<file path="config.mk">
export PLATFORM = sky130hd
export DESIGN_NAME = stc_sdram_timing
export DESIGN_NICKNAME = d
export VERILOG_FILES = /design/src/hw/stc_pkg.sv /design/src/hw/stc_sdram_timing.sv
export SDC_FILE = /design/constraint.sdc
export NUM_CORES = 1
export LEC_CHECK = 0
export BUFFER_PORTS_ARGS = -buffer_cell sky130_fd_sc_hd__buf_4
export CAP_MARGIN = 10
export CORE_MARGIN = 5
export CORE_UTILIZATION = 25
export DETAILED_ROUTE_END_ITERATION = 10
export HOLD_SLACK_MARGIN = 0.08
export PLACE_DENSITY = 0.49
export SETUP_SLACK_MARGIN = 0.4
export SLEW_MARGIN = 40
export SYNTH_ARGS = -nofsm -noshare
export SYNTH_HDL_FRONTEND = slang
export SYNTH_SLANG_ARGS = --single-unit
</file>
<file path="constraint.sdc">
create_clock -name core_clk -period 1.7 [get_ports core_clk]
set_input_delay 0.17 -clock core_clk [delete_from_list [all_inputs] [get_ports core_clk]]
set_output_delay 0.17 -clock core_clk [all_outputs]
set_load 0.1 [all_outputs]
</file>
<file path="src/hw/stc_pkg.sv">
// Package for the SDRAM timing and refresh control block
package stc_pkg;
    // ****************************************
    // Register map
    // ****************************************
    localparam logic [7:0] STC_ADDR_CONFIG = 8'h00;
    localparam logic [7:0] STC_ADDR_STATUS = 8'h04;
    localparam logic [7:0] STC_ADDR_MASK = 8'h08;
    localparam logic [31:0] STC_CONFIG_RESET = 32'h0000_0000;
    localparam logic [31:0] STC_CONFIG_WMASK = 32'h003F_3F00;
    localparam int STC_RC_LSB = 8;
    localparam int STC_CMD_DLY_BIT = 11;
    localparam int STC_PAR_EN_BIT = 12;
    localparam int STC_CPU_PAR_BIT = 13;
    localparam int STC_REF_LSB = 16;
    localparam logic [3:0] STC_RC_BASE = 4'h3;
    localparam logic [2:0] STC_RC_RESERVED = 3'h0;
    localparam logic [5:0] STC_REF_OFF = 6'h00;
    localparam logic [1:0] STC_RESP_OKAY = 2'h0;
    localparam logic [1:0] STC_RESP_SLVERR = 2'h2;
    // Status bits: refresh issued, parity error, reserved row cycle code
    localparam int STC_EV_REF = 0;
    localparam int STC_EV_PERR = 1;
    localparam int STC_EV_RCBAD = 2;
    localparam int STC_EV_W = 3;
    // ****************************************
    // Timing
    // ****************************************
    localparam int STC_CLK_MHZ = 100;
    localparam int STC_TICK_NS = 160;
    localparam int STC_PRESCALE = (STC_TICK_NS * STC_CLK_MHZ) / 1000;
    localparam logic [4:0] STC_PRESCALE_MAX = 5'(STC_PRESCALE - 1);

    typedef enum logic [3:0] {
        STC_IDLE = 4'h1,
        STC_ADDR = 4'h2,
        STC_WAIT = 4'h4,
        STC_CS = 4'h8
    } stc_seq_t;

    typedef struct packed {
        logic [31:0] awaddr;
        logic awvalid;
        logic [31:0] wdata;
        logic [3:0] wstrb;
        logic wvalid;
        logic bready;
        logic [31:0] araddr;
        logic arvalid;
        logic rready;
    } stc_axi_req_t;

    typedef struct packed {
        logic awready;
        logic wready;
        logic [1:0] bresp;
        logic bvalid;
        logic arready;
        logic [31:0] rdata;
        logic [1:0] rresp;
        logic rvalid;
    } stc_axi_rsp_t;

    typedef struct packed {
        logic cmd_valid;
        logic cs;
        logic refresh;
    } stc_mem_cmd_t;

    typedef struct packed {
        logic [31:0] config_reg;
        logic [STC_EV_W-1:0] status;
        logic [STC_EV_W-1:0] mask;
        logic aw_got;
        logic [31:0] aw_addr;
        logic w_got;
        logic [31:0] w_data;
        logic [3:0] w_strb;
        logic bvalid;
        logic [1:0] bresp;
        logic rvalid;
        logic [31:0] rdata;
        logic [1:0] rresp;
        logic [4:0] pre_cnt;
        logic [5:0] ref_cnt;
        logic ref_pend;
        stc_seq_t seq;
        logic [3:0] rc_cnt;
        stc_mem_cmd_t mem;
        logic [3:0] par_out;
        logic par_oe_b;
        logic par_err;
    } stc_state_t;
endpackage

</file>
<file path="src/hw/stc_sdram_timing.sv">
// SDRAM timing, refresh and parity control with AXI4-Lite registers
// Notes on behaviour
// (RULE1) After an auto-refresh no row activate is allowed before the row cycle time, codes 1..7 give 4..10.
// (RULE2) The command-drive bit adds one cycle to the effective row cycle time.
// (RULE3) Chip select comes with address valid when the drive bit is 0, one cycle later when 1.
// (RULE4) Parity disabled keeps the four parity pins undriven and skips read checks.
// (RULE5) Parity enabled drives the parity pins on writes and checks them on reads.
// (RULE6) With processor parity set, host writes get no generated parity.
// (RULE7) Software should set processor parity only together with parity enable.
// (RULE8) A 6-bit interval of prescaled ticks times refreshes, zero disables refresh.
// (RULE9) An expired interval issues refresh only at the next arbitration point.
// (RULE10) The refresh timer reloads and keeps counting at once on expiry.
// (RULE11) One auto-refresh refreshes all arrays together.
// (RULE12) All counts are in cycles of the core memory clock; the refresh interval instead counts prescaled ticks of 16 cycles.
// (RULE13) The tick comes from a fixed prescaler and unused bits read as zero.
`timescale 1ns/1ps
`default_nettype none
module stc_sdram_timing (
    input wire logic core_clk,
    input wire logic rst_b,
    input wire stc_pkg::stc_axi_req_t axi_req,
    output var stc_pkg::stc_axi_rsp_t axi_rsp,
    input wire logic arb_point,
    input wire logic activate_req,
    output logic activate_ok,
    input wire logic wr_active,
    input wire logic wr_from_cpu,
    input wire logic [31:0] wr_data,
    input wire logic rd_valid,
    input wire logic [31:0] rd_data,
    input wire logic [3:0] parity_in,
    output logic [3:0] parity_out,
    output logic parity_oe_b,
    output var stc_pkg::stc_mem_cmd_t mem_cmd,
    output logic irq
);
    import stc_pkg::*;

    stc_state_t s;
    stc_state_t next_s;

    // ****************************************
    // Helpers
    // ****************************************
    function automatic logic [3:0] byte_par(input logic [31:0] d);
        logic [3:0] p;
        p = '0;
        for (int i = 0; i < 4; i++) begin
            p[i] = ^d[i*8 +: 8];
        end
        return p;
    endfunction

    function automatic logic [3:0] rc_cycles(input logic [31:0] c);
        logic [3:0] n;
        n = STC_RC_BASE + {1'b0, c[STC_RC_LSB +: 3]}; // [RULE1]
        if (c[STC_CMD_DLY_BIT]) begin
            n = n + 4'h1; // [RULE2]
        end
        return n;
    endfunction

    logic [31:0] rd_word;
    logic wr_fire;
    logic ar_fire;
    logic tick;
    logic ref_expire;

    always_comb begin
        unique case (axi_req.araddr[7:0])
            STC_ADDR_CONFIG: rd_word = s.config_reg & STC_CONFIG_WMASK; // [RULE13]
            STC_ADDR_STATUS: rd_word = 32'(s.status);
            STC_ADDR_MASK: rd_word = 32'(s.mask);
            default: rd_word = 32'h0000_0000;
        endcase
    end

    assign wr_fire = s.aw_got && s.w_got && !s.bvalid;
    assign ar_fire = axi_req.arvalid && !s.rvalid;
    assign tick = (s.pre_cnt == STC_PRESCALE_MAX); // [RULE13] [RULE12]
    assign ref_expire = tick && (s.config_reg[STC_REF_LSB +: 6] != STC_REF_OFF)
        && (s.ref_cnt == 6'h01); // [RULE8]

    // ****************************************
    // Next state
    // ****************************************
    always_comb begin
        logic [31:0] wm;
        wm = '0;
        next_s = s;
        // AXI write channel
        if (axi_req.awvalid && !s.aw_got) begin
            next_s.aw_got = 1'b1;
            next_s.aw_addr = axi_req.awaddr;
        end
        if (axi_req.wvalid && !s.w_got) begin
            next_s.w_got = 1'b1;
            next_s.w_data = axi_req.wdata;
            next_s.w_strb = axi_req.wstrb;
        end
        if (s.bvalid && axi_req.bready) begin
            next_s.bvalid = 1'b0;
        end
        if (wr_fire) begin
            next_s.aw_got = 1'b0;
            next_s.w_got = 1'b0;
            next_s.bvalid = 1'b1;
            next_s.bresp = STC_RESP_OKAY;
            for (int i = 0; i < 4; i++) begin
                wm[i*8 +: 8] = {8{s.w_strb[i]}};
            end
            unique case (s.aw_addr[7:0])
                STC_ADDR_CONFIG: next_s.config_reg =
                    (s.config_reg & ~(wm & STC_CONFIG_WMASK)) |
                    (s.w_data & wm & STC_CONFIG_WMASK);
                STC_ADDR_MASK: if (s.w_strb[0]) begin
                    next_s.mask = s.w_data[STC_EV_W-1:0];
                end
                STC_ADDR_STATUS: ;
                default: next_s.bresp = STC_RESP_SLVERR;
            endcase
        end
        // AXI read channel, read of status clears it
        if (s.rvalid && axi_req.rready) begin
            next_s.rvalid = 1'b0;
        end
        if (ar_fire) begin
            next_s.rvalid = 1'b1;
            next_s.rdata = rd_word;
            next_s.rresp = (axi_req.araddr[7:0] == STC_ADDR_CONFIG ||
                axi_req.araddr[7:0] == STC_ADDR_STATUS ||
                axi_req.araddr[7:0] == STC_ADDR_MASK) ? STC_RESP_OKAY : STC_RESP_SLVERR;
            if (axi_req.araddr[7:0] == STC_ADDR_STATUS) begin
                next_s.status = '0;
            end
        end
        // Prescaler and refresh interval timer
        next_s.pre_cnt = tick ? 5'h00 : s.pre_cnt + 5'h01; // [RULE13]
        if (s.config_reg[STC_REF_LSB +: 6] == STC_REF_OFF) begin
            next_s.ref_cnt = STC_REF_OFF; // [RULE8]
            next_s.ref_pend = 1'b0;
        end else if (tick) begin
            if (s.ref_cnt <= 6'h01) begin
                next_s.ref_cnt = s.config_reg[STC_REF_LSB +: 6]; // [RULE10]
            end else begin
                next_s.ref_cnt = s.ref_cnt - 6'h01;
            end
        end
        if (ref_expire) begin
            next_s.ref_pend = 1'b1; // [RULE10]
        end
        // Refresh command sequencer
        next_s.mem = '0;
        unique case (s.seq)
            STC_IDLE: if (s.ref_pend && arb_point) begin
                next_s.ref_pend = ref_expire; // [RULE9]
                next_s.mem.cmd_valid = 1'b1;
                next_s.mem.refresh = 1'b1; // [RULE11]
                next_s.mem.cs = !s.config_reg[STC_CMD_DLY_BIT]; // [RULE3]
                next_s.seq = s.config_reg[STC_CMD_DLY_BIT] ? STC_CS : STC_WAIT;
                next_s.rc_cnt = rc_cycles(s.config_reg); // [RULE1]
                next_s.status[STC_EV_REF] = 1'b1;
                if (s.config_reg[STC_RC_LSB +: 3] == STC_RC_RESERVED) begin
                    next_s.status[STC_EV_RCBAD] = 1'b1;
                end
            end
            STC_CS: begin
                next_s.mem.cmd_valid = 1'b1;
                next_s.mem.refresh = 1'b1;
                next_s.mem.cs = 1'b1; // [RULE3]
                next_s.rc_cnt = s.rc_cnt - 4'h1;
                next_s.seq = STC_WAIT;
            end
            STC_WAIT: begin
                if (s.rc_cnt <= 4'h1) begin
                    next_s.seq = STC_IDLE; // [RULE1]
                end else begin
                    next_s.rc_cnt = s.rc_cnt - 4'h1;
                end
            end
            STC_ADDR: next_s.seq = STC_IDLE;
            default: next_s.seq = STC_IDLE;
        endcase
        // Parity generation and check
        next_s.par_oe_b = 1'b1; // [RULE4]
        next_s.par_err = 1'b0;
        if (s.config_reg[STC_PAR_EN_BIT]) begin
            if (wr_active && !(wr_from_cpu && s.config_reg[STC_CPU_PAR_BIT])) begin
                next_s.par_oe_b = 1'b0; // [RULE5] [RULE6]
                next_s.par_out = byte_par(wr_data);
            end
            if (rd_valid && byte_par(rd_data) != parity_in) begin
                next_s.par_err = 1'b1; // [RULE5]
                next_s.status[STC_EV_PERR] = 1'b1;
            end
        end
    end

    // ****************************************
    // Registers
    // ****************************************
    always_ff @(posedge core_clk) begin
        if (!rst_b) begin
            s <= '0;
            s.config_reg <= STC_CONFIG_RESET;
            s.seq <= STC_IDLE;
            s.par_oe_b <= 1'b1;
        end else begin
            s <= next_s;
        end
    end

    // ****************************************
    // Outputs
    // ****************************************
    always_comb begin
        axi_rsp.awready = !s.aw_got;
        axi_rsp.wready = !s.w_got;
        axi_rsp.bvalid = s.bvalid;
        axi_rsp.bresp = s.bresp;
        axi_rsp.arready = !s.rvalid;
        axi_rsp.rvalid = s.rvalid;
        axi_rsp.rdata = s.rdata;
        axi_rsp.rresp = s.rresp;
    end
    assign activate_ok = (s.seq == STC_IDLE) && !(s.ref_pend && arb_point); // [RULE1]
    assign mem_cmd = s.mem;
    assign parity_out = s.par_out;
    assign parity_oe_b = s.par_oe_b;
    assign irq = |(s.status & s.mask);

    // Cycles since refresh start and cycles needed
    logic [3:0] gap_cnt;
    logic [3:0] gap_need;

    always_ff @(posedge core_clk) begin
        if (!rst_b) begin
            gap_cnt <= 4'h0;
            gap_need <= 4'h0;
        end else if (s.seq == STC_IDLE && next_s.seq != STC_IDLE) begin
            gap_cnt <= 4'h0;
            gap_need <= rc_cycles(s.config_reg); // [RULE1]
        end else if (!activate_ok && gap_cnt != 4'hF) begin
            gap_cnt <= gap_cnt + 4'h1;
        end
    end
endmodule
`default_nettype wire

</file>
### After elaboration in Yosys (flattened, before gate mapping)

Index checks and enable logic that the tools add are counted.

| operators by class | value |
|---|---|
| add/sub/neg operators | 5 |
| multiply operators | 0 |
| div/mod/pow operators | 0 |
| magnitude comparators | 2 |
| equality and inequality tests | 13 |
| shifts and indexed selects | 0 |
| muxes and demuxes | 29 |
| bitwise gates (word level) | 6 |
| reductions and logical operators | 50 |

Operator list:

| operator | number |
|---|---|
| $pmux W22 S3 | 1 |
| $reduce_xor A8 Y1 | 8 |
| $mux W35 | 1 |
| $and A32 B32 Y32 | 1 |
| $not A22 Y32 | 1 |
| $or A32 B22 Y32 | 1 |
| $pmux W4 S3 | 2 |
| $and A22 B22 Y22 | 1 |
| $eq A8 B3 Y1 const B | 2 |
| $eq A8 B4 Y1 const B | 2 |
| $logic_not A8 Y1 | 2 |
| $mux W4 | 4 |
| $logic_and A1 B1 Y1 | 14 |
| $mux W1 | 13 |
| $mux W12 | 1 |
| $mux W3 | 3 |
| $reduce_and A2 Y1 | 4 |
| $logic_not A1 Y1 | 7 |
| $eq A6 B1 Y1 const B | 1 |
| $le A6 B1 Y1 const B | 1 |
| $logic_not A6 Y1 | 1 |
| $mux W6 | 1 |
| $pmux W3 S2 | 1 |
| $reduce_and A3 Y1 | 2 |
| other kinds (23) | 30 |

| storage, ports and cells | value |
|---|---|
| register bits | 139 |
| latch bits | 0 |
| bits in writable memories | 0 |
| bits in read-only memories | 0 |
| bits of input ports | 180 |
| output and inout port bits | 51 |
| word-level logic and storage cells | 128 |
| memories kept | 0 |

### Depth between registers and ports, before layout

Gate-level depths: netlist of run 1.

| logic depth | value |
|---|---|
| depth after elaboration | 6 |
| mapped depth | 7 |

### Worst setup path after synthesis of run 1

No wires, ideal clock.

| timing path | value |
|---|---|
| path kind | flip-flop to output port |
| start point | register s[13] in the netlist's numbering |
| end point | output port activate_ok |
| arrival time | 3.394 ns |
| required time | 1.530 ns |
| setup slack | -1.864 ns |
| cell stages (with the launch flop) | 3 |
| cell sequence | dfxtp_1 > inv_1 > nor4_1 |

| between the ends | value |
|---|---|
| longest elaborated chain between the ends | 2 |

Ends and longest elaborated chain:

| what | line | RTL |
|---|---|---|
| start, declared | stc_sdram_timing.sv:39 | `stc_state_t s;` |
| start signal, assigned | stc_sdram_timing.sv:209 | `s <= next_s;` |
| $eq A4 B1 Y1 | stc_sdram_timing.sv:226 | `assign activate_ok = (s.seq == STC_IDLE) && !(s.ref_pend && arb_point);` |
| $logic_and A1 B1 Y1 | stc_sdram_timing.sv:226 |  |
| end, declared | stc_sdram_timing.sv:25 | `output logic activate_ok,` |

Every way passes these cells.

### Worst setup path after layout of run 1

| timing path | value |
|---|---|
| start point | register s[111] in the netlist's numbering |
| end point | register s[163] in the netlist's numbering |

| between the ends | value |
|---|---|
| longest elaborated chain between the ends | 2 |

Ends and longest elaborated chain:

| what | line | RTL |
|---|---|---|
| $logic_not A8 Y1 | stc_sdram_timing.sv:112 | `unique case (s.aw_addr[7:0])` |
| $reduce_and A2 Y1 (no line) | - |  |

Every way passes these cells.
A chain may end at the register's enable or synchronous reset.

==> summary.md, run 1 <==
| Metric | Value |
|---|---|
| Initial antenna violation count | 0 |
| Initial cell density of the core | 0.255 |
| Post-synth top area cell | dfxtp_1 |
| Final wirelength | 13,000 µm |
| Crit path required time | 1930 ps |
| Total die area | 22,100 µm² |
| Pleak | 3.11 nW |
| GRT Util Overall | 0.116 |
| Global-route wire length before repair | 20,800 µm |
| Maximum clock frequency | 596 MHz |
| Die height | 149 µm |
| Placed Cells incl. Taps | 899 |
| Fin. Hold Viols | 0 |
| Wire per inst | 13.3 µm |
| Clock period minus worst slack | 1680 ps |
| Post-Syn Area | 4800 µm² |
| Die X | 149 µm |
| CTS Buf Count | 9 |
| Post-synth cell types | 52 |
| CTS tree | built |
| Reg2Reg Depth | 5 |
| Layout Cells excl Fill | 975 |
| Gr ovfl total | 0 |
| DR vias/cell | 4.27 |
| R2R Setup Slk | 20 ps |
| Root Buffer | clkbuf_16 |
| Post-DP HPWL | 9760 µm |
| ANT cells | 0 |
| Post-synthesis register bit count | 91 |
| Synth async-reset ratio | 0 |
| HP Class | primary input to flop |
| Drt first-iter violations | 192 |
| Vias in the first global route | 4,333 |
| Fin. max-slew vios | 0 |
| Post-route DRC violation count | 0 |
| Post-synthesis sequential area ratio | 0.379 |
| Core area | 18,800 µm² |
| Yosys Warn Count | 0 |
| Clock sinks | 91 |
| Synth area leaders | dfxtp_1, xnor2_1, buf_4 |
| GP Congestion | 0.756 |
| Fill count | 1,928 |
| Total power | 0.00530 W |
| Hold path cells | 3 |
| Power Density | 725 nW/µm² |
| Mapped Cells | 527 |
| Top FF cell, synth | dfxtp_1 |
| Final setup violation count | 0 |
| CP arrival | 1910 ps |
| Post-detailed-route count of antenna-violating nets | 0 |
| Critical path startpoint category | flop |
| RSZ-0062 raised after global routing | true |
| Synth top area share | 0.379 |
| CTS max path bufs | 2 |
| Syn Area/Cell | 9.11 µm² |
| Crit path max fanout | 6 |
| Hold Crit Start | axi_req[79] |
| Worst vdd ir | 536 µV |
| Share of post-route cells with drive strength above 1 | 0.410 |
| Final Cycle Share | 0.986 |
| PortBufs | 144 |
| I/O pin cnt | 231 |
| Post-synth EDFFs | 0 |
| Area grow syn2layout | 52.2% |
| 1st-pass router iterations | 6 |
| Vias | 4,159 |
| Reg2reg end | s[163] |
| Largest net degree at the start of global routing | 36 |
| MaxCap Viol Count | 0 |
| WHS Endpoint | s[110] |
| Worst-path clk slew | 60 ps |
| Reg-to-reg critical path startpoint | s[111] |
| H-tree depth | 3 |
| # nets final | 898 |
| Final Skew | 8.06 ps |
| Setup CP Type | flop to flop |
| Std-Cell Rows | 50 |
| Crit end category | flop |
| Worst skew pair latency | 340 ps |
| Status | complete, no violations |
==> per-stage QoR <==
stage	utilization	TNS (ps)	area (µm²)	hold WS, ps	worst slack, ps
floorplan	-	-21.7	5020	299	-21.7
global placement	0.324	0	6100	400	15.5
detailed placement	0.324	0	6100	401	7.82
CTS	0.371	0	6990	80.0	17.4
global route	0.388	-421	7310	92.1	-72.8
finish	0.388	0	7310	91.9	23.5
==> area by class of cell <==
cell class | instances | area, µm² | share of cell area
Tap cell | 260 | 325 | 0.0445
Clock inverter | 4 | 51.3 | 0.00702
Multi-Input combinational cell | 373 | 2960 | 0.405
Clock buffer | 12 | 236 | 0.0323
Sequential cell | 91 | 1870 | 0.255
Inverter | 17 | 75.1 | 0.0103
Timing Repair Buffer | 218 | 1800 | 0.246
==> critical path, stage by stage (launching register included) <==
cell and delay (ps):
dfxtp_1 310, or4_4 550, and4bb_4 370, nand2_4 100, mux2i_1 160, nor2b_1 70
==> how the worst max path moves through the flow <==
stage / cells past startpoint / from / end
detailed placement: 6 / rd_data[10] / s[141]
finish: 5 / s[111] / s[163]
floorplan: 2 / s[17] / activate_ok
CTS: 5 / s[111] / s[151]
global placement: 6 / rd_data[10] / s[141]
global route: 5 / s[111] / s[163]
==> flip-flops by register name (all words and copies together) (netlist names) <==
| signal | count |
|---|---|
| parity_out | 4 |
| parity_oe_b | 1 |
| s | 65 |
| axi_rsp | 19 |
| mem_cmd | 2 |
==> logic make-up after synthesis <==
kind of cell               Yosys count  synth area share
xor gates and xnor gates            61             0.123
DFF                                 91             0.379
other                                1          0.000781
AOI/OAI and AO/OA                   92             0.136
and+or+nand+nor                    169             0.189
muxes                               24            0.0500
adders and majority gates            8            0.0208
buffers and inverters               81             0.102
==> Yosys cell counts, types with 2 or more instances <==
cell type and number:
nor2b_1 46, a22oi_1 16, ha_1 8, and2_1 4, nor4_2 2, nand2_4 2
inv_1 17, nor2_1 23, buf_4 47, xor2_1 7, xnor2_1 50, a21oi_1 16
o211a_1 6, o21a_1 3, nor4_1 4, a21boi_0 22, o21ai_0 9, nand3_1 6
nand2b_1 8, clkbuf_1 15, o211ai_1 3, xnor3_1 4, nand3b_1 2, a31oi_1 2
o31ai_1 3, nand2_1 52, nor3_1 7, nand4b_1 2, and3_1 2, nand4_1 2
a211oi_1 3, mux2i_1 24, dfxtp_1 91
==> timing repair <==
action                     4_1_cts  5_1_grt
hold endpoints to repair        25        0
setup endpoints to repair       39       55
buffers inserted                20       13
resized for setup               48       64
pin swaps                       16       25
cloned                           0        1
hold buffers                    26        0
==> cell usage in the layout (no fill, tap or decap), drive strengths merged, types with 3 or more instances in the layout <==
cell type / instances
o211ai: 3
mux2i: 24
a21boi: 22
nand3: 6
o21a: 3
conb: 19
dlygate4sd3: 26
a21oi: 16
nor2b: 46
ha: 8
nand2b: 8
buf: 192
xnor3: 4
nor3: 7
nor4: 6
nor2: 23
nand2: 54
and2: 4
clkbuf: 12
xor2: 7
o211a: 6
a211oi: 3
dfxtp: 91
inv: 16
o21ai: 10
xnor2: 50
o31ai: 4
a22oi: 16
==> power by group <==
part	internal, W	switching (W)	total [W]	leakage, nW
sequential	0.00218	0.0000394	0.00221	0.748
clock	0.00114	0.000820	0.00196	0.137
combinational	0.000530	0.000592	0.00112	2.23
total	0.00385	0.00145	0.00530	3.11
==> per-layer routing <==
layer	vias to the layer above	wire length (µm)	track usage
li1	2088	-	-
met1	1940	5430	0.136
met2	119	6570	0.203
met3	12	812	0.0317
met4	0	201	0.0402
met5	-	0	0
Note: power is estimated with default switching activity, not from simulation.
==> inputs of run 2 (changes only) <==
- CORE_UTILIZATION: 25 -> 42
- PLACE_DENSITY: 0.49 -> 0.76
==> summary.md, run 2 (synthesis gave the netlist of run 1 again) <==
| Metric | Value |
|---|---|
| Crit end category | flop |
| Buffer and inverter count on the worst path | 0 |
| HP Class | primary input to flop |
| Wire per inst | 15.1 µm |
| Drt first-iter violations | 179 |
| Fill count | 971 |
| CP max stage cell | or4_4 |
| Clock sinks | 91 |
| Std-Cell Rows | 39 |
| H-tree depth | 3 |
| Final core occ | 0.593 |
| Total die area | 13,700 µm² |
| MaxCap Viol Count | 0 |
| Layout Cells excl Fill | 824 |
| Power Density | 783 nW/µm² |
| Commonest non-fill, non-tap cell in the layout | buf_4 |
| Worst path max stage delay | 540 ps |
| Final Cycle Share | 0.979 |
| Crit path max fanout | 6 |
| Initial antenna violation count | 0 |
| Vias | 4,134 |
| Worst-path clk slew | 60 ps |
| CP arrival | 1890 ps |
| Fin. Hold Viols | 0 |
| CTS Buf Count | 9 |
| Clock power frac | 0.380 |
| Post-DP HPWL | 9010 µm |
| Area grow syn2layout | 39.7% |
| Flop pwr share | 0.422 |
| Maximum clock frequency | 601 MHz |
| DR vias/cell | 5.02 |
| Placed Cells incl. Taps | 777 |
| GP Congestion | 0.862 |
| Biggest register | s |
| Crit path required time | 1920 ps |
| 1st-pass router iterations | 5 |
| Register area | 1860 µm² |
| Final wirelength | 12,400 µm |
| Global-route wire length before repair | 18,700 µm |
| # nets final | 864 |
| I/O pin cnt | 231 |
| Initial cell density of the core | 0.424 |
| Leading cell types in the layout, fill and taps excluded | buf_4, dfxtp_1, xnor2_1, nand2_1, nor2b_1 |
| Setup CP Type | flop to flop |
| PortBufs | 144 |
| Die height | 117 µm |
| Multi-input logic area | 2880 µm² |
| CTS tree | built |
| Core area | 11,300 µm² |
| CTS max path bufs | 2 |
| WP depth | 5 |
| Top delay family on crit path | simple AND/OR/NAND/NOR gates |
| Post-route DRC violation count | 0 |
| Status | complete, no violations |
| Share of post-route cells with drive strength above 1 | 0.401 |
| Post-detailed-route count of antenna-violating nets | 0 |
| Sw Pwr | 0.00143 W |
| Vias in the first global route | 4,059 |
| Gr ovfl total | 0 |
| Internal Power | 0.00382 W |
| Reg2Reg Depth | 5 |
| CP cell instances | or4_4 -> and4bb_4 -> nand2_4 -> mux2i_1 -> nor2b_1 |
| Final Skew | 9.70 ps |
| Fin. max-slew vios | 0 |
| GRT Util Overall | 0.171 |
| Hold path cells | 3 |
| Pleak | 2.91 nW |
| Worst skew pair latency | 340 ps |
| Critical path startpoint category | flop |
| Worst vdd ir | 555 µV |
| Root Buffer | clkbuf_16 |
| Sw Share | 0.272 |
| Largest net degree at the start of global routing | 49 |
| Clock period minus worst slack | 1670 ps |
| Part of the power in combinational logic | 0.197 |
| Die X | 117 µm |
| Final setup violation count | 0 |
| ANT cells | 0 |
| Number of flip-flops in the largest register | 65 |
| RSZ-0062 raised after global routing | true |
## run 2: cell types whose count changed in the layout (fill, tap and decap cells not counted), sizes merged
cell and delta:
buf -9, dlygate4sd3 -25, clkinv +2, clkbuf -2
## run 2: power by group through the flow
| stage | registers (W) | clock network, W | logic (W) |
|---|---|---|---|
| final | 0.00222 | 0.00200 | 0.00104 |
| after global routing | 0.00222 | 0.00213 | 0.00111 |
| after CTS | 0.00222 | 0.00202 | 0.00104 |
| after detailed placement | 0.00227 | 0 | 0.00101 |
| after global placement | 0.00227 | 0 | 0.000993 |
| after floorplan | 0.00226 | 0 | 0.000751 |
## run 2: cell type report
cell class                      instances  share of cell area
Clock buffer                           10              0.0356
Clock inverter                          6             0.00970
Inverter                               17              0.0108
Multi-Input combinational cell        373               0.429
Sequential cell                        91               0.277
Tap cell                              143              0.0267
Timing Repair Buffer                  184               0.211
## run 2: final timing paths
| path | from | to | slack [ps] |
|---|---|---|---|
| worst max-delay path | s[111] | s[163] | 30 |
| worst min-delay path | axi_req[57] | s[88] | 80 |
| worst max register to register | s[111] | s[163] | 30 |
| worst min register to register | s[90] | s[90] | 460 |
## run 2: metal layers
| layer | up-vias | routed length [µm] | GRT usage |
|---|---|---|---|
| met5 | - | 0 | 0 |
| met4 | 0 | 307 | 0.0696 |
| met3 | 26 | 882 | 0.0391 |
| met2 | 154 | 6330 | 0.288 |
| met1 | 1937 | 4920 | 0.211 |
| li1 | 2017 | - | - |
## run 2: worst min-delay path: stages
cell      delay (ps)
buf_4            110
nand2_1           40
a21boi_1          50
## run 2: timing repair
action	4_1_cts	5_1_grt
gates resized for setup	38	36
hold buffers	1	0
setup endpoints to repair	48	49
setup buffers	21	9
hold endpoints to repair	1	0
pin swaps	18	18
## run 2: stage by stage
step	setup slack, ps	TNS [ps]	area [µm²]	hold WS (ps)	total power [W]
floorplan	-21.7	-21.7	5020	299	0.00301
global placement	-18.5	-18.5	5910	397	0.00326
detailed placement	-77.5	-77.5	5910	406	0.00329
CTS	29.5	0	6500	80.6	0.00529
global route	-44.7	-196	6710	85.7	0.00546
finish	34.9	0	6710	84.7	0.00525
